$ cat src/shared/panel_pkg.sv
// Shared constants and types for the front-panel switch and display logic.
package panel_pkg;

	// ------------------------------------------------------------
	// Clock and timing
	// ------------------------------------------------------------
	localparam int unsigned CLK_HZ        = 20_000_000;
	localparam int unsigned MS_PER_S      = 1000;
	localparam int unsigned DWELL_MS      = 1000;
	localparam int unsigned BLINK_MS      = 500;
	localparam int unsigned DWELL_CYC_DEF = DWELL_MS * (CLK_HZ / MS_PER_S);
	localparam int unsigned BLINK_CYC_DEF = BLINK_MS * (CLK_HZ / MS_PER_S);
	localparam int unsigned SETTLE_CYC    = 4;

	// ------------------------------------------------------------
	// Register map, byte addresses on the bus
	// ------------------------------------------------------------
	localparam logic [7:0] REG_MODE     = 8'h00;
	localparam logic [7:0] REG_DISP     = 8'h04;
	localparam logic [7:0] REG_DWELL    = 8'h08;
	localparam logic [7:0] REG_IRQ_STAT = 8'h0c;
	localparam logic [7:0] REG_IRQ_CLR  = 8'h10;
	localparam logic [7:0] REG_IRQ_EN   = 8'h14;

	localparam int unsigned IRQ_W       = 3;
	localparam int unsigned IRQ_ALARM   = 0;
	localparam int unsigned IRQ_WDT     = 1;
	localparam int unsigned IRQ_DROP    = 2;
	localparam logic [IRQ_W-1:0] IRQ_EN_RST = 3'h0;

	// ------------------------------------------------------------
	// Modes, states and display symbols
	// ------------------------------------------------------------
	// Mode code is {first slide, second slide}, 1 meaning on.
	typedef enum logic [1:0] {
		MODE_FULL    = 2'h0,
		MODE_BASIC   = 2'h1,
		MODE_TEST    = 2'h2,
		MODE_FACTORY = 2'h3
	} mode_t;

	typedef enum logic [1:0] {
		DRV_READY_OFF = 2'h0,
		DRV_SERVO_OFF = 2'h1,
		DRV_SERVO_ON  = 2'h2
	} drive_t;

	typedef enum logic [1:0] {
		ST_STATUS  = 2'h0,
		ST_ALARM   = 2'h1,
		ST_NETINIT = 2'h3
	} seq_t;

	localparam int unsigned SYM_W = 5;
	localparam logic [4:0] SYM_B     = 5'h0b;
	localparam logic [4:0] SYM_D     = 5'h0d;
	localparam logic [4:0] SYM_F     = 5'h0f;
	localparam logic [4:0] SYM_N     = 5'h10;
	localparam logic [4:0] SYM_O     = 5'h11;
	localparam logic [4:0] SYM_CU    = 5'h12;
	localparam logic [4:0] SYM_DASH  = 5'h13;
	localparam logic [4:0] SYM_BLANK = 5'h14;
	localparam logic [4:0] SYM_ALL   = 5'h15;

	// ------------------------------------------------------------
	// Carriers
	// ------------------------------------------------------------
	typedef struct packed {
		logic [7:0] d2;
		logic [7:0] d1;
		logic [7:0] d0;
	} disp_t;

	typedef struct packed {
		logic       active;
		logic       init_comm;
		logic [7:0] number;
		logic [3:0] detail;
	} alarm_t;

	typedef struct packed {
		logic        valid;
		logic [15:0] data;
	} cmd_t;

endpackage

$ cat src/logic/seg_encode.sv
// Symbol code to seven-segment pattern, bit 0 is segment a.
`timescale 1ns/1ns
module seg_encode
	import panel_pkg::*;
(
	input  wire logic [SYM_W-1:0] sym_i,
	output logic      [6:0]       seg_o
);

	always_comb begin
		case (sym_i)
			5'h00:     seg_o = 7'h3f;
			5'h01:     seg_o = 7'h06;
			5'h02:     seg_o = 7'h5b;
			5'h03:     seg_o = 7'h4f;
			5'h04:     seg_o = 7'h66;
			5'h05:     seg_o = 7'h6d;
			5'h06:     seg_o = 7'h7d;
			5'h07:     seg_o = 7'h07;
			5'h08:     seg_o = 7'h7f;
			5'h09:     seg_o = 7'h6f;
			5'h0a:     seg_o = 7'h77;
			SYM_B:     seg_o = 7'h7c;
			5'h0c:     seg_o = 7'h58;
			SYM_D:     seg_o = 7'h5e;
			5'h0e:     seg_o = 7'h79;
			SYM_F:     seg_o = 7'h71;
			SYM_N:     seg_o = 7'h54;
			SYM_O:     seg_o = 7'h5c;
			SYM_CU:    seg_o = 7'h39;
			SYM_DASH:  seg_o = 7'h40;
			SYM_ALL:   seg_o = 7'h7f;
			default:   seg_o = 7'h00;
		endcase
	end

endmodule // seg_encode

$ cat src/logic/panel_display.sv
// Front-panel switch capture, status display sequencer and register slave.
//
// Functional notes
// - Decode the two slide switches into full net, basic net, test, factory.
// - Read both rotary switches as one 8-bit station identifier, 0 to 255.
// - Identifier 1 to 255 becomes the last IP octet; zero is not used.
// - With no alarm, show the identifier as two hex digits at the right.
// - First digit shows b, C, d by drive state, or n during an alarm.
// - On alarm show status, then two-digit alarm number and detail digit.
// - Alarm during network start adds the network start status afterwards.
// - A processor watchdog trip lights every segment, showing 888.
// - A running test operation lights the decimal point after the letter.
// - In test mode all commands from the network master are ignored.
// - In the basic network variant the second network port stays unused.
// - Switch settings are captured once after power-up and then held.
// - Both slides on selects the factory mode and shows off.
// - In test mode the first decimal point blinks once initialised.
//
// The implementer's own choices: the Wishbone register port and the register offsets.
`timescale 1ns/1ns
module panel_display
	import panel_pkg::*;
#(
	parameter int unsigned DWELL_CYCLES = DWELL_CYC_DEF,
	parameter int unsigned BLINK_CYCLES = BLINK_CYC_DEF
) (
	input  wire logic        clk_i,
	input  wire logic        rst_i,
	input  wire logic        mode_slide_first_i,
	input  wire logic        mode_slide_second_i,
	input  wire logic [3:0]  id_rotary_high_i,
	input  wire logic [3:0]  id_rotary_low_i,
	input  wire logic [1:0]  drive_state_i,
	input  wire logic        init_done_i,
	input  wire alarm_t      alarm_i,
	input  wire logic [11:0] net_status_i,
	input  wire logic        watchdog_i,
	input  wire logic        test_op_i,
	input  wire cmd_t        cmd_i,
	output cmd_t             cmd_o,
	output disp_t            disp_o,
	output logic [7:0]       ip_octet4_o,
	output logic             ip_octet4_valid_o,
	output logic             second_network_port_en_o,
	output logic             test_mode_o,
	output logic             irq_o,
	input  wire logic        wb_cyc_i,
	input  wire logic        wb_stb_i,
	input  wire logic        wb_we_i,
	input  wire logic [7:0]  wb_adr_i,
	input  wire logic [3:0]  wb_sel_i,
	input  wire logic [31:0] wb_dat_i,
	output logic [31:0]      wb_dat_o,
	output logic             wb_ack_o
);

	// ------------------------------------------------------------
	// Switch capture
	// ------------------------------------------------------------
	logic [9:0]  sw_meta_q;
	logic [9:0]  sw_sync_q;
	logic [2:0]  settle_q;
	logic        latched_q;
	mode_t       mode_q;
	logic [7:0]  id_q;
	wire  [9:0]  sw_pins = {mode_slide_first_i, mode_slide_second_i,
	                        id_rotary_high_i, id_rotary_low_i};
	wire         settle_done = settle_q == 3'(SETTLE_CYC);

	always_ff @(posedge clk_i) begin
		sw_meta_q <= sw_pins;
		sw_sync_q <= sw_meta_q;
	end

	// Only a power cycle reaches rst_i, so a switch moved later is not seen.
	always_ff @(posedge clk_i) begin
		if (rst_i) begin
			settle_q  <= 3'h0;
			latched_q <= 1'b0;
			mode_q    <= MODE_FULL;
			id_q      <= 8'h00;
		end else if (!latched_q) begin
			settle_q <= settle_done ? settle_q : settle_q + 3'h1;
			if (settle_done) begin
				latched_q <= 1'b1;
				mode_q    <= mode_t'(sw_sync_q[9:8]);
				id_q      <= sw_sync_q[7:0];
			end
		end
	end

	wire is_test    = latched_q && mode_q == MODE_TEST;
	wire is_factory = latched_q && mode_q == MODE_FACTORY;

	assign test_mode_o = is_test;
	assign ip_octet4_o = id_q;
	assign ip_octet4_valid_o = latched_q && id_q != 8'h00;
	// The second port serves only the full network variant.
	assign second_network_port_en_o = latched_q && mode_q == MODE_FULL;

	// ------------------------------------------------------------
	// Command gate
	// ------------------------------------------------------------
	cmd_t cmd_q;
	wire  cmd_block = !latched_q || is_test;
	wire  cmd_drop  = cmd_i.valid && cmd_block;

	always_ff @(posedge clk_i) begin
		if (rst_i) begin
			cmd_q <= '0;
		end else begin
			cmd_q.valid <= cmd_i.valid && !cmd_block;
			cmd_q.data  <= cmd_i.data;
		end
	end
	assign cmd_o = cmd_q;

	// ------------------------------------------------------------
	// Sequencer and blink timer
	// ------------------------------------------------------------
	seq_t        state_q;
	seq_t        state_d;
	logic [31:0] dwell_q;
	logic [31:0] dwell_cnt_q;
	logic [31:0] blink_cnt_q;
	logic        blink_q;
	wire         dwell_hit = (dwell_cnt_q + 32'h1) >= dwell_q;
	wire         blink_hit = blink_cnt_q == 32'(BLINK_CYCLES - 1);

	always_comb begin
		state_d = state_q;
		if (!alarm_i.active) begin
			state_d = ST_STATUS;
		end else if (dwell_hit) begin
			case (state_q)
				ST_STATUS:  state_d = ST_ALARM;
				ST_ALARM:   state_d = alarm_i.init_comm ? ST_NETINIT
				                                        : ST_STATUS;
				ST_NETINIT: state_d = ST_STATUS;
				default:    state_d = ST_STATUS;
			endcase
		end
	end

	always_ff @(posedge clk_i) begin
		if (rst_i || !alarm_i.active || dwell_hit) begin
			dwell_cnt_q <= 32'h0;
		end else begin
			dwell_cnt_q <= dwell_cnt_q + 32'h1;
		end
	end

	always_ff @(posedge clk_i) begin
		if (rst_i) begin
			state_q     <= ST_STATUS;
			blink_cnt_q <= 32'h0;
			blink_q     <= 1'b0;
		end else begin
			state_q     <= state_d;
			blink_cnt_q <= blink_hit ? 32'h0 : blink_cnt_q + 32'h1;
			blink_q     <= blink_hit ? !blink_q : blink_q;
		end
	end

	// ------------------------------------------------------------
	// Display content
	// ------------------------------------------------------------
	logic [SYM_W-1:0] sym_d [3];
	logic [SYM_W-1:0] sym_q [3];
	logic [2:0]       dp_d;
	logic [6:0]       seg_d [3];
	logic [SYM_W-1:0] letter;
	logic             letter_dp;

	always_comb begin
		case (drive_t'(drive_state_i))
			DRV_SERVO_OFF: letter = SYM_CU;
			DRV_SERVO_ON:  letter = SYM_D;
			default:       letter = SYM_B;
		endcase
		if (alarm_i.active) begin
			letter = SYM_N;
		end
	end

	// A running test operation holds the point steady; idle test mode blinks.
	assign letter_dp = test_op_i ? 1'b1
	                 : (is_test && blink_q);

	always_comb begin
		sym_d[2] = SYM_DASH;
		sym_d[1] = SYM_DASH;
		sym_d[0] = SYM_DASH;
		dp_d     = 3'h0;
		if (watchdog_i) begin
			sym_d[2] = SYM_ALL;
			sym_d[1] = SYM_ALL;
			sym_d[0] = SYM_ALL;
			dp_d     = 3'h7;
		end else if (is_factory) begin
			sym_d[2] = SYM_O;
			sym_d[1] = SYM_F;
			sym_d[0] = SYM_F;
		end else if (latched_q && init_done_i) begin
			case (state_q)
				ST_ALARM: begin
					sym_d[2] = {1'b0, alarm_i.number[7:4]};
					sym_d[1] = {1'b0, alarm_i.number[3:0]};
					sym_d[0] = {1'b0, alarm_i.detail};
					dp_d     = 3'h2;
				end
				ST_NETINIT: begin
					sym_d[2] = {1'b0, net_status_i[11:8]};
					sym_d[1] = {1'b0, net_status_i[7:4]};
					sym_d[0] = {1'b0, net_status_i[3:0]};
				end
				default: begin
					sym_d[2] = letter;
					sym_d[1] = {1'b0, id_q[7:4]};
					sym_d[0] = {1'b0, id_q[3:0]};
					dp_d     = {letter_dp, 2'h0};
				end
			endcase
		end
	end

	for (genvar g = 0; g < 3; g++) begin : g_digit
		seg_encode u_enc (
			.sym_i (sym_d[g]),
			.seg_o (seg_d[g])
		);
		always_ff @(posedge clk_i) begin
			sym_q[g] <= rst_i ? SYM_DASH : sym_d[g];
		end
	end

	always_ff @(posedge clk_i) begin
		if (rst_i) begin
			disp_o <= '0;
		end else begin
			disp_o.d2 <= {dp_d[2], seg_d[2]};
			disp_o.d1 <= {dp_d[1], seg_d[1]};
			disp_o.d0 <= {dp_d[0], seg_d[0]};
		end
	end

	// ------------------------------------------------------------
	// Wishbone slave and interrupts
	// ------------------------------------------------------------
	logic             ack_q;
	logic [IRQ_W-1:0] irq_stat_q;
	logic [IRQ_W-1:0] irq_en_q;
	logic             alarm_prev_q;
	logic             wdt_prev_q;
	wire              req    = wb_cyc_i && wb_stb_i;
	wire              wr_hit = req && wb_we_i && ack_q;
	wire              wr_dwl = wr_hit && wb_adr_i == REG_DWELL;
	wire              wr_en  = wr_hit && wb_adr_i == REG_IRQ_EN && wb_sel_i[0];
	wire              wr_clr = wr_hit && wb_adr_i == REG_IRQ_CLR && wb_sel_i[0];
	wire [IRQ_W-1:0]  clr    = wr_clr ? wb_dat_i[IRQ_W-1:0] : '0;
	wire [IRQ_W-1:0]  ev;
	logic [31:0]      rd_mux;

	assign ev[IRQ_ALARM] = alarm_i.active && !alarm_prev_q;
	assign ev[IRQ_WDT]   = watchdog_i && !wdt_prev_q;
	assign ev[IRQ_DROP]  = cmd_drop;

	always_comb begin
		case (wb_adr_i)
			REG_MODE:     rd_mux = {16'h0, id_q, 5'h0, latched_q, mode_q};
			REG_DISP:     rd_mux = {disp_o, 3'h0, watchdog_i, 2'h0, state_q};
			REG_DWELL:    rd_mux = dwell_q;
			REG_IRQ_STAT: rd_mux = {29'h0, irq_stat_q};
			REG_IRQ_EN:   rd_mux = {29'h0, irq_en_q};
			default:      rd_mux = 32'h0;
		endcase
	end

	for (genvar b = 0; b < 4; b++) begin : g_lane
		always_ff @(posedge clk_i) begin
			if (rst_i) begin
				dwell_q[8*b +: 8] <= 8'(DWELL_CYCLES >> (8 * b));
			end else if (wr_dwl && wb_sel_i[b]) begin
				dwell_q[8*b +: 8] <= wb_dat_i[8*b +: 8];
			end
		end
	end

	always_ff @(posedge clk_i) begin
		if (rst_i) begin
			ack_q        <= 1'b0;
			wb_dat_o     <= 32'h0;
			irq_stat_q   <= '0;
			irq_en_q     <= IRQ_EN_RST;
			alarm_prev_q <= 1'b0;
			wdt_prev_q   <= 1'b0;
		end else begin
			ack_q        <= req && !ack_q;
			wb_dat_o     <= (req && !ack_q) ? rd_mux : wb_dat_o;
			// A new event in the clearing cycle stays set.
			irq_stat_q   <= (irq_stat_q & ~clr) | ev;
			irq_en_q     <= wr_en ? wb_dat_i[IRQ_W-1:0] : irq_en_q;
			alarm_prev_q <= alarm_i.active;
			wdt_prev_q   <= watchdog_i;
		end
	end

	assign wb_ack_o = ack_q;
	assign irq_o    = |(irq_stat_q & irq_en_q);
endmodule // panel_display

$ cat config.mk
export PLATFORM = sky130hd
export DESIGN_NAME = panel_display
export DESIGN_NICKNAME = d
export VERILOG_FILES = /design/src/shared/panel_pkg.sv /design/src/logic/seg_encode.sv /design/src/logic/panel_display.sv
export SDC_FILE = /design/constraint.sdc
export NUM_CORES = 1
export LEC_CHECK = 0
export BUFFER_PORTS_ARGS = -buffer_cell sky130_fd_sc_hd__buf_2
export CAP_MARGIN = 20
export CORE_MARGIN = 2
export CORE_UTILIZATION = 30
export CTS_CLUSTER_DIAMETER = 60
export DETAILED_ROUTE_END_ITERATION = 10
export PLACE_DENSITY = 0.5
export SLEW_MARGIN = 20
export SYNTH_ARGS = -nofsm -noshare
export SYNTH_HDL_FRONTEND = slang
export SYNTH_HIERARCHICAL = 1
export SYNTH_SLANG_ARGS = --single-unit
$ cat constraint.sdc
create_clock -name clk_i -period 4.5 [get_ports clk_i]
set_clock_uncertainty 0.1 [all_clocks]
set_input_delay 0.675 -clock clk_i [delete_from_list [all_inputs] [get_ports clk_i]]
set_output_delay 0.675 -clock clk_i [all_outputs]
set_load 0.1 [all_outputs]
==> summary.log, run 1 <==
INFO  cts            cts.reportedPaths.clkPinSlew=0.06ns
INFO  run            cap_viol_max_count=0
INFO  worst_hold_path worst_hold_path.num_cells=1
INFO  timing         grt_setup_unrepaired=no
INFO  final_layout   final.fill_count=3547
INFO  place          final_weighted_congestion_in_routability_driven_placement=0.840
INFO  setup_path     cp_data_required_time=4.83ns
INFO  cts            post_cts_resize_count=0
INFO  cts            cts_post_setup_buffers_inserted=0
INFO  detailed_routing vias=8754
INFO  timing         worstMarginPinSlew=0.953ns
INFO  detailed_routing totalWireLength=30.2mm
INFO  synth          mappedNetlistArea=10500um2
INFO  synth          synth_adder_area_share=0.0645
INFO  final_layout   most_common_cell_after_layout_fill_and_taps_aside=dfxtp_1
INFO  detailed_routing drt.antenna.violating_nets=0
INFO  synth          netlist-cell-type-count=65
INFO  setup_path     timing.critical_path.from_type=flop
INFO  cts            postCtsHoldBufs=0
INFO  synth          post_synthesis_compound_gate_area_fraction=0.126
INFO  setup_path     cp.arrival=4.01ns
INFO  synth          synth_cells=1183
INFO  detailed_routing drt-vias-per-instance=4.79
INFO  synth          asyncSetResetFlopFracSynth=0
INFO  global_route   first_global_vias=8467
INFO  cts            cts.htree.levels=1
INFO  synth          synth-xor-area-share=0.0547
INFO  floorplanning  num_rows=68
INFO  final_layout   layout-drive-gt1-share=0.209
INFO  synth          synth_top_family_by_area=simple AND/OR/NAND/NOR gates
INFO  synth          synthesis.nets=1344
INFO  power          worst_ir_drop_vdd=289uV
INFO  detailed_routing drt_first_pass_iters=5
INFO  timing         hold_slack=0.131ns
INFO  setup_path     crit_path_frequent_cell=nand2_1
INFO  synth          synthSimpleGateAreaFrac=0.229
INFO  floorplanning  dieWidth=191um
INFO  run_status     run_status=finished, final reports clean
INFO  synth          synth_top_flop_cell=dfxtp_1
INFO  cts            cts_sinks=214
INFO  synth          synthesis.yosys.warnings=6
INFO  setup_path     cp_slowest_cell=or4_4
INFO  detailed_routing detailedRoute.firstIterationViolations=404
INFO  setup_path     path_class=flop to flop
INFO  global_route   grt_overflow_total=0
INFO  final_layout   layout-area-overhead-vs-synth=21.0%
INFO  global_route   antenna_violations_before_repair=1
INFO  global_route   track_usage=0.162
INFO  power          p_per_area=375nW/um2
INFO  cts            clock-root-buffer=clkbuf_16
INFO  floorplanning  fp.coreArea=34500um2
INFO  setup_path     slowest_delay=0.57ns
INFO  cts            numCtsBuffers=28
INFO  timing         min_period_over_period=0.818
INFO  synth          postSynthRegisterBits=214
INFO  final_layout   final_nets=1514
INFO  timing         max_slew_margin=0.362
INFO  final_layout   mostFrequentLayoutCells=214 x dfxtp_1, 191 x buf_2, 129 x nor2_1, 101 x nand2_1, 72 x nor2b_1
INFO  setup_path     timing.critical_path.cells=nand2_1, or4_4, and4bb_2, nand2_1, xnor2_2, ha_1, nand4_1, nor3_1, inv_1, o21a_1, nand3_1, buf_4, and2b_1
INFO  cts            cts_tree=yes
INFO  global_route   grt_max_degree=60
INFO  timing         max_freq=0.272GHz
INFO  cts            clk_path_buf_depth=3
INFO  cts            insertion_delay=0.54ns
INFO  timing         finalWorstPathRequiredPeriod=3.68ns
INFO  power          power.static_leakage=5.40nW
INFO  floorplanning  fp.dieArea=36400um2
INFO  floorplanning  floorplan.die.height=191um
INFO  synth          syn-mean-instance-area=8.85um2
INFO  global_route   first_pass_grt_wire_length=46.4mm
INFO  setup_path     critical_path_peak_fanout=31
INFO  floorplanning  initial_utilization=0.304
INFO  timing         final-hold-violation-count=0
INFO  setup_path     r2r-start=dwell_cnt_q[0]
INFO  setup_path     worst_setup_slack_for_register_to_register_paths=0.82ns
INFO  worst_hold_path holdCritPathClass=input port to flop
INFO  worst_hold_path min_from=id_rotary_high_i[0]
INFO  setup_path     rr_worst_depth=13
INFO  timing         finalSetupTns=0ns
INFO  synth          synth_sequential_area_ratio=0.409
INFO  setup_path     timing.rr.end=dwell_cnt_q[31]
INFO  worst_hold_path holdPathEnd=sw_meta_q[4]
INFO  place          dp_hpwl=22.8mm
INFO  timing         setup_viol_count_final=0
INFO  place          port_buffers=192
INFO  timing         drv_slew=0
INFO  synth          edff_count_synth=0
INFO  detailed_routing wl_per_cell=16.5um
INFO  synth          portion_of_netlist_area_occupied_by_mux_cells=0.0617
INFO  floorplanning  io-pin-count=193
INFO  detailed_routing drcViolationCount=0
INFO  setup_path     setup.worst_path.end_class=flop
==> stage by stage <==
stage / worst slack (ns) / power, mW / std cells / instance area [um2] / utilization
2_1_floorplan: 1.03 / 2.46 / 1183 / 10500 / -
3_3_place_gp: 0.839 / 2.62 / 1778 / 11800 / 0.341
3_5_place_dp: 0.804 / 2.62 / 1778 / 11800 / 0.341
4_1_cts: 0.781 / 4.81 / 1826 / 12700 / 0.367
5_1_grt: 0.556 / 4.92 / 1827 / 12700 / 0.368
6_report: 0.821 / 4.74 / 1828 / 12700 / 0.368
==> synthesized netlist by cell type (4+ instances only) <==
| cell | count | area (um2) |
|---|---|---|
| nor3_1 | 14 | 70.1 |
| and3_1 | 29 | 181 |
| and4_1 | 9 | 78.8 |
| buf_1 | 4 | 15.0 |
| dfxtp_1 | 214 | 4280 |
| buf_2 | 11 | 55.1 |
| nand2b_1 | 15 | 93.8 |
| a211o_1 | 9 | 78.8 |
| ha_1 | 54 | 676 |
| a31oi_1 | 4 | 25.0 |
| nand2_1 | 101 | 379 |
| o21ai_0 | 44 | 220 |
| a221oi_1 | 4 | 35.0 |
| o21a_1 | 5 | 37.5 |
| buf_4 | 7 | 52.6 |
| xnor2_1 | 27 | 236 |
| inv_1 | 58 | 218 |
| buf_6 | 8 | 90.1 |
| o31ai_1 | 6 | 45.0 |
| a32oi_1 | 5 | 43.8 |
| nor2_1 | 129 | 484 |
| a22o_1 | 17 | 149 |
| and2_1 | 4 | 25.0 |
| or2_2 | 6 | 37.5 |
| nor2b_1 | 72 | 450 |
| a21oi_1 | 56 | 280 |
| nand3_1 | 38 | 190 |
| a211oi_1 | 6 | 45.0 |
| nor4_1 | 6 | 37.5 |
| nand4_1 | 24 | 150 |
| clkbuf_1 | 35 | 131 |
| xor2_1 | 31 | 272 |
| xnor2_2 | 4 | 65.1 |
| a22oi_1 | 18 | 135 |
| mux2i_1 | 51 | 510 |
==> critical path, delay by kind of cell, from the launching register on <==
family          cells  cell delay, ns
flops               1            0.40
simple gates        8            1.98
fa+ha+maj           1            0.31
xor+xnor            1            0.15
buf+inv             2            0.42
compound gates      1            0.22
==> logic make-up after synthesis <==
logic type                 Yosys count
xor gates and xnor gates            62
adders and majority gates           54
AOI/OAI and AO/OA                  200
DFF                                214
buffers and inverters              126
and+or+nand+nor                    470
muxes                               57
==> where the power goes <==
group | switching, mW | internal [mW] | leakage [nW]
clock | 0.857 | 1.31 | 0.437
combinational | 0.427 | 0.151 | 3.22
sequential | 0.0477 | 1.95 | 1.75
total | 1.33 | 3.41 | 5.40
==> layout make-up <==
type | instances | area, um2 | area share
Multi-Input combinational cell | 843 | 5610 | 0.443
Clock inverter | 10 | 93.8 | 0.00741
Tap cell | 455 | 569 | 0.0449
Sequential cell | 214 | 4280 | 0.338
Clock buffer | 38 | 810 | 0.0639
Antenna cell | 2 | 5.00 | 0.000395
Timing Repair Buffer | 205 | 1060 | 0.0838
Inverter | 61 | 229 | 0.0181
==> state kept, by name (all words and copies together) (netlist names), 2 cells and up <==
signal       count
mode_q           2
cmd_o           17
dwell_cnt_q     32
dwell_q         32
state_q          2
ip_octet4_o      8
settle_q         3
sw_meta_q       10
blink_cnt_q     32
irq_en_q         3
sw_sync_q       10
wb_dat_o        32
disp_o          24
irq_stat_q       3
==> layer usage <==
metal / global-route usage / part of all wire / vias up
li1: - / - / 4425
met1: 0.211 / 0.46 / 4095
met2: 0.278 / 0.48 / 189
met3: 0.0213 / 0.036 / 45
met4: 0.0471 / 0.027 / 0
met5: 0 / 0 / -
==> worst max-delay path by stage <==
stage	slack (ns)	depth (start not counted)	startpoint	to
6_report	0.82	13	dwell_cnt_q[0]	dwell_cnt_q[31]
3_3_place_gp	0.84	13	dwell_cnt_q[0]	dwell_cnt_q[31]
4_1_cts	0.78	13	dwell_cnt_q[0]	dwell_cnt_q[31]
2_1_floorplan	1.03	3	mode_q[1]	test_mode_o
3_5_place_dp	0.80	13	dwell_cnt_q[0]	dwell_cnt_q[31]
5_1_grt	0.56	14	dwell_cnt_q[0]	dwell_cnt_q[31]
No activity file was read; power rests on OpenSTA's default activity.
==> run 2: changes to the inputs <==
Settings changed: PLACE_DENSITY 0.5 to 0.52.
Clock period 4.5 ns to 3.25 ns, I/O delays scaled along.
==> run 2 against run 1 <==
The run now ends with setup timing left. Clock power increased by 43%. Cell count increased by 3.3%. Sequential power increased by 38%. Register-to-register slack got worse by 1.0 ns. Hold slack got worse by 0.090 ns. Maximum frequency increased by 7.3%. Combinational power increased by 46%. Via count increased by 4.2%.
==> summary.log, run 2 (synthesis results as in run 1) <==
INFO  floorplanning  floorplan.die.height=191um [unchanged]
INFO  cts            cts.reportedPaths.clkPinSlew=0.06ns [about the same]
INFO  final_layout   layout-drive-gt1-share=0.260 [+0.0511]
INFO  detailed_routing drcViolationCount=0 [unchanged]
INFO  cts            clock-root-buffer=clkbuf_16
INFO  global_route   grt_overflow_total=0 [unchanged]
INFO  place          placed_cells=1817 [+2.2%]
INFO  timing         grt_setup_unrepaired=yes
INFO  setup_path     rr_worst_depth=13 [unchanged]
INFO  floorplanning  dieWidth=191um [unchanged]
INFO  timing         final-hold-violation-count=0 [unchanged]
INFO  worst_hold_path holdCritPathClass=input port to flop
INFO  floorplanning  initial_utilization=0.304 [unchanged]
INFO  worst_hold_path worst_hold_path.num_cells=2 [+1]
INFO  floorplanning  fp.coreArea=34500um2 [unchanged]
INFO  final_layout   layout-area-overhead-vs-synth=28.3%
INFO  floorplanning  num_rows=68 [unchanged]
INFO  timing         max_slew_margin=0.426 [+0.0638]
INFO  global_route   first_pass_grt_wire_length=48.2mm [+3.8%]
INFO  cts            clk_path_buf_depth=3 [unchanged]
INFO  detailed_routing wl_per_cell=16.7um [+0.89%]
INFO  setup_path     worst_setup_slack_for_register_to_register_paths=-0.18ns [-1.00 ns]
INFO  place          placed_area=12100um2 [+2.7%]
INFO  place          dp_hpwl=23.0mm [+1.2%]
INFO  timing         worstMarginPinSlew=0.839ns [-0.114 ns]
INFO  detailed_routing detailedRoute.firstIterationViolations=463 [+15%]
INFO  setup_path     cp.arrival=3.81ns [-0.20 ns]
INFO  power          worst_ir_drop_vdd=419uV [+45%]
INFO  timing         min_period_over_period=1.05 [+0.237]
INFO  power          p_per_area=500nW/um2 [+33%]
INFO  cts            insertion_delay=0.55ns [about the same]
INFO  setup_path     critical_path_peak_fanout=6 [-81%]
INFO  final_layout   final_nets=1573 [+3.9%]
INFO  detailed_routing vias=9124 [+4.2%]
INFO  setup_path     path_class=flop to flop
INFO  global_route   grt_max_degree=86 [+43%]
INFO  detailed_routing totalWireLength=31.5mm [+4.2%]
INFO  cts            numCtsBuffers=29 [+3.6%]
INFO  run_status     run_status=complete, but fails checks
INFO  final_layout   final_cells=1888 [+3.3%]
INFO  cts            cts_tree=yes
INFO  timing         setup_viol_count_final=29 [+29]
INFO  timing         max_freq=0.292GHz [+7.3%]
INFO  run            cap_viol_max_count=0 [unchanged]
INFO  setup_path     setup.worst_path.end_class=flop
INFO  timing         finalSetupTns=-2.57ns [-2.57 ns]
INFO  timing         drv_slew=0 [unchanged]
INFO  power          power.static_leakage=5.77nW [+6.8%]
INFO  floorplanning  fp.dieArea=36400um2 [unchanged]
INFO  global_route   antenna_violations_before_repair=2 [+1]
INFO  final_layout   most_common_cell_after_layout_fill_and_taps_aside=dfxtp_1
INFO  place          port_buffers=192 [unchanged]
INFO  global_route   track_usage=0.169 [+0.00687]
INFO  place          final_weighted_congestion_in_routability_driven_placement=0.838 [-0.15%]
INFO  final_layout   finish.instance_area=13400um2 [+6.0%]
INFO  cts            cts_sinks=214 [unchanged]
INFO  final_layout   mostFrequentLayoutCells=205 x dfxtp_1, 191 x buf_2, 126 x nor2_1, 99 x nand2_1, 69 x nor2b_1
INFO  cts            cts.htree.levels=1 [unchanged]
INFO  detailed_routing drt.antenna.violating_nets=0 [unchanged]
INFO  setup_path     cp_data_required_time=3.64ns [-1.19 ns]
INFO  final_layout   fin_util=0.390 [+0.0222]
INFO  timing         finalWorstPathRequiredPeriod=3.43ns [-0.251 ns]
INFO  detailed_routing drt-vias-per-instance=4.83 [+0.91%]
INFO  floorplanning  io-pin-count=193 [unchanged]
INFO  detailed_routing drt_first_pass_iters=5 [unchanged]
INFO  setup_path     timing.critical_path.from_type=flop
INFO  timing         worst_path_setup_slack_after_routing=-0.178ns [-0.999 ns]
INFO  power          power=6.71mW [+41%]
INFO  run_status     violated_checks=setup timing
INFO  global_route   first_global_vias=8637 [+2.0%]
[run 2: worst paths after layout]
check                     to            from
max          dwell_cnt_q[14]  dwell_cnt_q[0]
min reg2reg     sw_sync_q[3]    sw_meta_q[3]
max reg2reg  dwell_cnt_q[14]  dwell_cnt_q[0]
min                 cmd_o[6]        cmd_i[6]
[run 2: critical path, cell delays in order, from the launching register on]
cell and delay, ns:
dfxtp_2 0.34, nand2_2 0.07, or4_4 0.53, and4bb_4 0.40, nand2_2 0.07, xnor2_2 0.14
ha_1 0.32, a21o_1 0.19, a21o_1 0.18, a221oi_2 0.21, o21a_1 0.22, nand3_4 0.12
bufbuf_16 0.32, nor2b_2 0.13
[run 2: layer usage]
layer	track usage	routed length, um	vias to the layer above
li1	-	-	4545
met3	0.0272	1440	54
met5	0	0	-
met1	0.215	13900	4300
met2	0.288	15200	225
met4	0.0549	975	0
[run 2: stage by stage]
step	hold WS (ns)	worst slack [ns]
after floorplan	0.210	0.00260
after global placement	0.213	-0.126
after detailed placement	0.214	-0.187
after CTS	0.00882	-0.109
after global routing	0.0228	-0.288
final	0.0416	-0.178
[run 2: what timing repair did]
item,4_1_cts,5_1_grt
gates resized for setup,28,23
hold endpoints to repair,10,0
cloned,3,0
pin swaps,4,9
hold buffers,10,0
buffers inserted,6,3
setup endpoints to repair,34,34
[run 2: area by class of cell]
type,count,area (um2)
repair buffers,263,1610
fillers,3514,21000
clock inverters,13,123
multi-input cells,843,5780
well taps,455,569
flip-flops and latches,214,4300
inverters,61,229
diodes,1,2.50
clock buffers,38,820
[run 2: power by group]
part	total [mW]	internal [mW]	leakage [nW]	switching [mW]
sequential	2.77	2.70	1.75	0.0658
clock	3.10	1.86	0.463	1.24
combinational	0.841	0.237	3.56	0.604
total	6.71	4.80	5.77	1.91
==> run 3: changes to the inputs <==
Settings changed: BUFFER_PORTS_ARGS -buffer_cell sky130_fd_sc_hd__buf_2 to default, DONT_BUFFER_PORTS from default to 1, PLACE_DENSITY 0.52 to 0.47.
==> run 3 against run 2 <==
The flow still finishes with violations (setup timing). Non-clock buffer count fell by 119. Die area did not move. Cell area fell by 2.1%. Register-to-register slack improved by 0.06 ns. Setup slack improved by 0.060 ns. Combinational power fell by 29%. Total power fell by 1.2%. Maximum frequency rose by 1.8%. Sequential power rose by 7.6%. Critical endpoint is now dwell_cnt_q[30].
==> summary.log, run 3 (synthesis results as in run 1) <==
INFO  detailed_routing drt-vias-per-instance=4.89 [+1.1%]
INFO  run_status     run_status=complete, but fails checks
INFO  final_layout   layout-drive-gt1-share=0.152 [-0.108]
INFO  power          p_per_area=504nW/um2 [+0.84%]
INFO  setup_path     critical_path_peak_fanout=7 [+1]
INFO  final_layout   fin_util=0.382 [-0.00806]
INFO  timing         drv_slew=0 [unchanged]
INFO  timing         finalSetupTns=-3.08ns [-0.511 ns]
INFO  global_route   first_pass_grt_wire_length=47.9mm [-0.60%]
INFO  timing         grt_setup_unrepaired=yes
INFO  floorplanning  initial_utilization=0.304 [unchanged]
INFO  setup_path     setup.worst_path.end_class=flop
INFO  cts            cts_sinks=214 [unchanged]
INFO  run_status     violated_checks=setup timing
INFO  final_layout   final.fill_count=3513 [-0.028%]
INFO  cts            cts_tree=yes
INFO  run            cap_viol_max_count=0 [unchanged]
INFO  global_route   grt_overflow_total=0 [unchanged]
INFO  setup_path     timing.critical_path.from_type=flop
INFO  place          final_weighted_congestion_in_routability_driven_placement=0.829 [-1.1%]
INFO  floorplanning  floorplan.die.height=191um [unchanged]
INFO  place          port_buffers=0 [-100%]
INFO  detailed_routing totalWireLength=31.3mm [-0.71%]
INFO  cts            numCtsBuffers=28 [-3.4%]
INFO  power          pwr-share-seq=0.449 [+0.036]
INFO  power          share_clk_of_total_power=0.461 [about the same]
INFO  power          pwr-share-comb=0.090 [-0.035]
INFO  timing         finalWorstPathRequiredPeriod=3.37ns [-0.0602 ns]
INFO  final_layout   antenna-diode-count=0 [-1]
INFO  detailed_routing drcViolationCount=0 [unchanged]
INFO  detailed_routing vias=8636 [-5.3%]
INFO  setup_path     cp_data_required_time=3.63ns [about the same]
INFO  detailed_routing drt.antenna.violating_nets=0 [unchanged]
INFO  detailed_routing detailedRoute.firstIterationViolations=394 [-15%]
INFO  timing         setup_viol_count_final=33 [+14%]
INFO  setup_path     path_class=flop to flop
INFO  timing         worst_path_setup_slack_after_routing=-0.118ns [+0.0602 ns]
INFO  place          placed_cells=1644 [-9.5%]
INFO  global_route   grt_max_degree=129 [+50%]
INFO  global_route   antenna_violations_before_repair=0 [-2]
INFO  floorplanning  num_rows=68 [unchanged]
INFO  final_layout   mostFrequentLayoutCells=209 x dfxtp_1, 127 x nor2_1, 100 x nand2_1, 75 x buf_4, 68 x nor2b_1
INFO  timing         hold_slack=0.0259ns [-0.0157 ns]
INFO  timing         max_freq=0.297GHz [+1.8%]
INFO  timing         min_period_over_period=1.04 [-0.0185]
INFO  power          worst_ir_drop_vdd=401uV [-4.3%]
INFO  place          dp_hpwl=22.8mm [-0.95%]
INFO  floorplanning  io-pin-count=193 [unchanged]
INFO  detailed_routing wl_per_cell=17.7um [+6.1%]
INFO  timing         worstMarginPinSlew=1.06ns [+0.225 ns]
INFO  final_layout   layout-area-overhead-vs-synth=25.6%
INFO  power          p_int=4.73mW [-1.4%]
INFO  cts            cts.reportedPaths.clkPinSlew=0.06ns [about the same]
INFO  global_route   first_global_vias=8519 [-1.4%]
INFO  floorplanning  dieWidth=191um [unchanged]
INFO  power          netSwitchingFraction=0.286 [+0.00117]
INFO  global_route   track_usage=0.169 [+0.000340]
INFO  setup_path     cp.arrival=3.75ns [-0.06 ns]
INFO  timing         max_slew_margin=0.290 [-0.136]
INFO  cts            clk_path_buf_depth=3 [unchanged]
INFO  timing         final-hold-violation-count=0 [unchanged]
INFO  final_layout   final_cells=1767 [-6.4%]
INFO  final_layout   most_common_cell_after_layout_fill_and_taps_aside=dfxtp_1
INFO  cts            cts.htree.levels=1 [unchanged]
INFO  floorplanning  fp.coreArea=34500um2 [unchanged]
INFO  worst_hold_path holdCritPathClass=input port to flop
INFO  detailed_routing drt_first_pass_iters=5 [unchanged]
INFO  cts            insertion_delay=0.56ns [about the same]
INFO  floorplanning  fp.dieArea=36400um2 [unchanged]
INFO  final_layout   final_nets=1453 [-7.6%]
INFO  cts            clock-root-buffer=clkbuf_16
INFO  power          netSwitchingPower=1.90mW [-0.84%]
INFO  power          power.static_leakage=5.24nW [-9.3%]
-- run 3: cell types whose count changed in the layout (fill, tap and decap cells not counted), moves of 3 or more --
cell | previous run | this run
buf_4 | 55 | 75
dlygate4sd3_1 | 10 | 62
dfxtp_1 | 205 | 209
dfxtp_2 | 9 | 5
clkbuf_8 | 6 | 2
buf_2 | 191 | 0
buf_6 | 3 | 0
-- run 3: critical path, stage by stage, from the launching register on --
cell,delay [ns]
dfxtp_2,0.34
nand3_2,0.08
or4_4,0.56
and4bb_4,0.39
nand2_4,0.06
xnor2_2,0.14
ha_1,0.31
a21o_1,0.19
a21o_1,0.18
a221oi_2,0.21
o21a_1,0.22
nand3_4,0.18
buf_8,0.23
nor2b_1,0.11
-- run 3: timing repair --
action,CTS,global route
buffers inserted,7,2
pin swaps,9,5
hold endpoints to repair,139,0
setup endpoints to repair,34,34
resized for setup,33,12
cloned,1,1
hold buffers,63,0
-- run 3: final timing paths --
kind,from,end,slack [ns],cells past startpoint
setup / recovery,dwell_cnt_q[3],dwell_cnt_q[30],-0.12,13
hold / removal,rst_i,alarm_prev_q,0.03,1
setup reg to reg,dwell_cnt_q[3],dwell_cnt_q[30],-0.12,13
hold reg to reg,sw_meta_q[4],sw_sync_q[4],0.22,0
-- run 3: power by group through the flow --
| stage | Combinational (mW) | Sequential [mW] | Clock (mW) |
|---|---|---|---|
| 6_report | 0.597 | 2.98 | 3.05 |
| 4_1_cts | 0.596 | 2.98 | 3.15 |
| 2_1_floorplan | 0.317 | 3.09 | 0 |
| 3_5_place_dp | 0.490 | 3.04 | 0 |
| 5_1_grt | 0.657 | 2.99 | 3.24 |
| 3_3_place_gp | 0.485 | 3.03 | 0 |
-- run 3: per-stage QoR --
stage,setup WS (ns),total power [mW],area (um2)
floorplan,0.00260,3.41,10500
global placement,-0.221,3.52,11300
detailed placement,-0.292,3.53,11300
CTS,-0.0643,6.72,13100
global route,-0.258,6.88,13200
finish,-0.118,6.63,13200
-- run 3: final cells by class --
class / count / area [um2] / share of cell area
Tap cell: 455 / 569 / 0.0433
Multi-Input combinational cell: 843 / 5800 / 0.441
Sequential cell: 214 / 4290 / 0.326
Clock buffer: 32 / 736 / 0.0559
Inverter: 61 / 229 / 0.0174
Timing Repair Buffer: 144 / 1340 / 0.102
Clock inverter: 18 / 184 / 0.0140
-- run 3: routing by layer --
| layer | part of all wire | vias up | wire, um | global-route usage |
|---|---|---|---|---|
| met3 | 0.047 | 55 | 1470 | 0.0276 |
| met1 | 0.43 | 4094 | 13500 | 0.211 |
| li1 | - | 4299 | - | - |
| met2 | 0.49 | 188 | 15300 | 0.294 |
| met4 | 0.029 | 0 | 900 | 0.0572 |
| met5 | 0 | - | 0 | 0 |
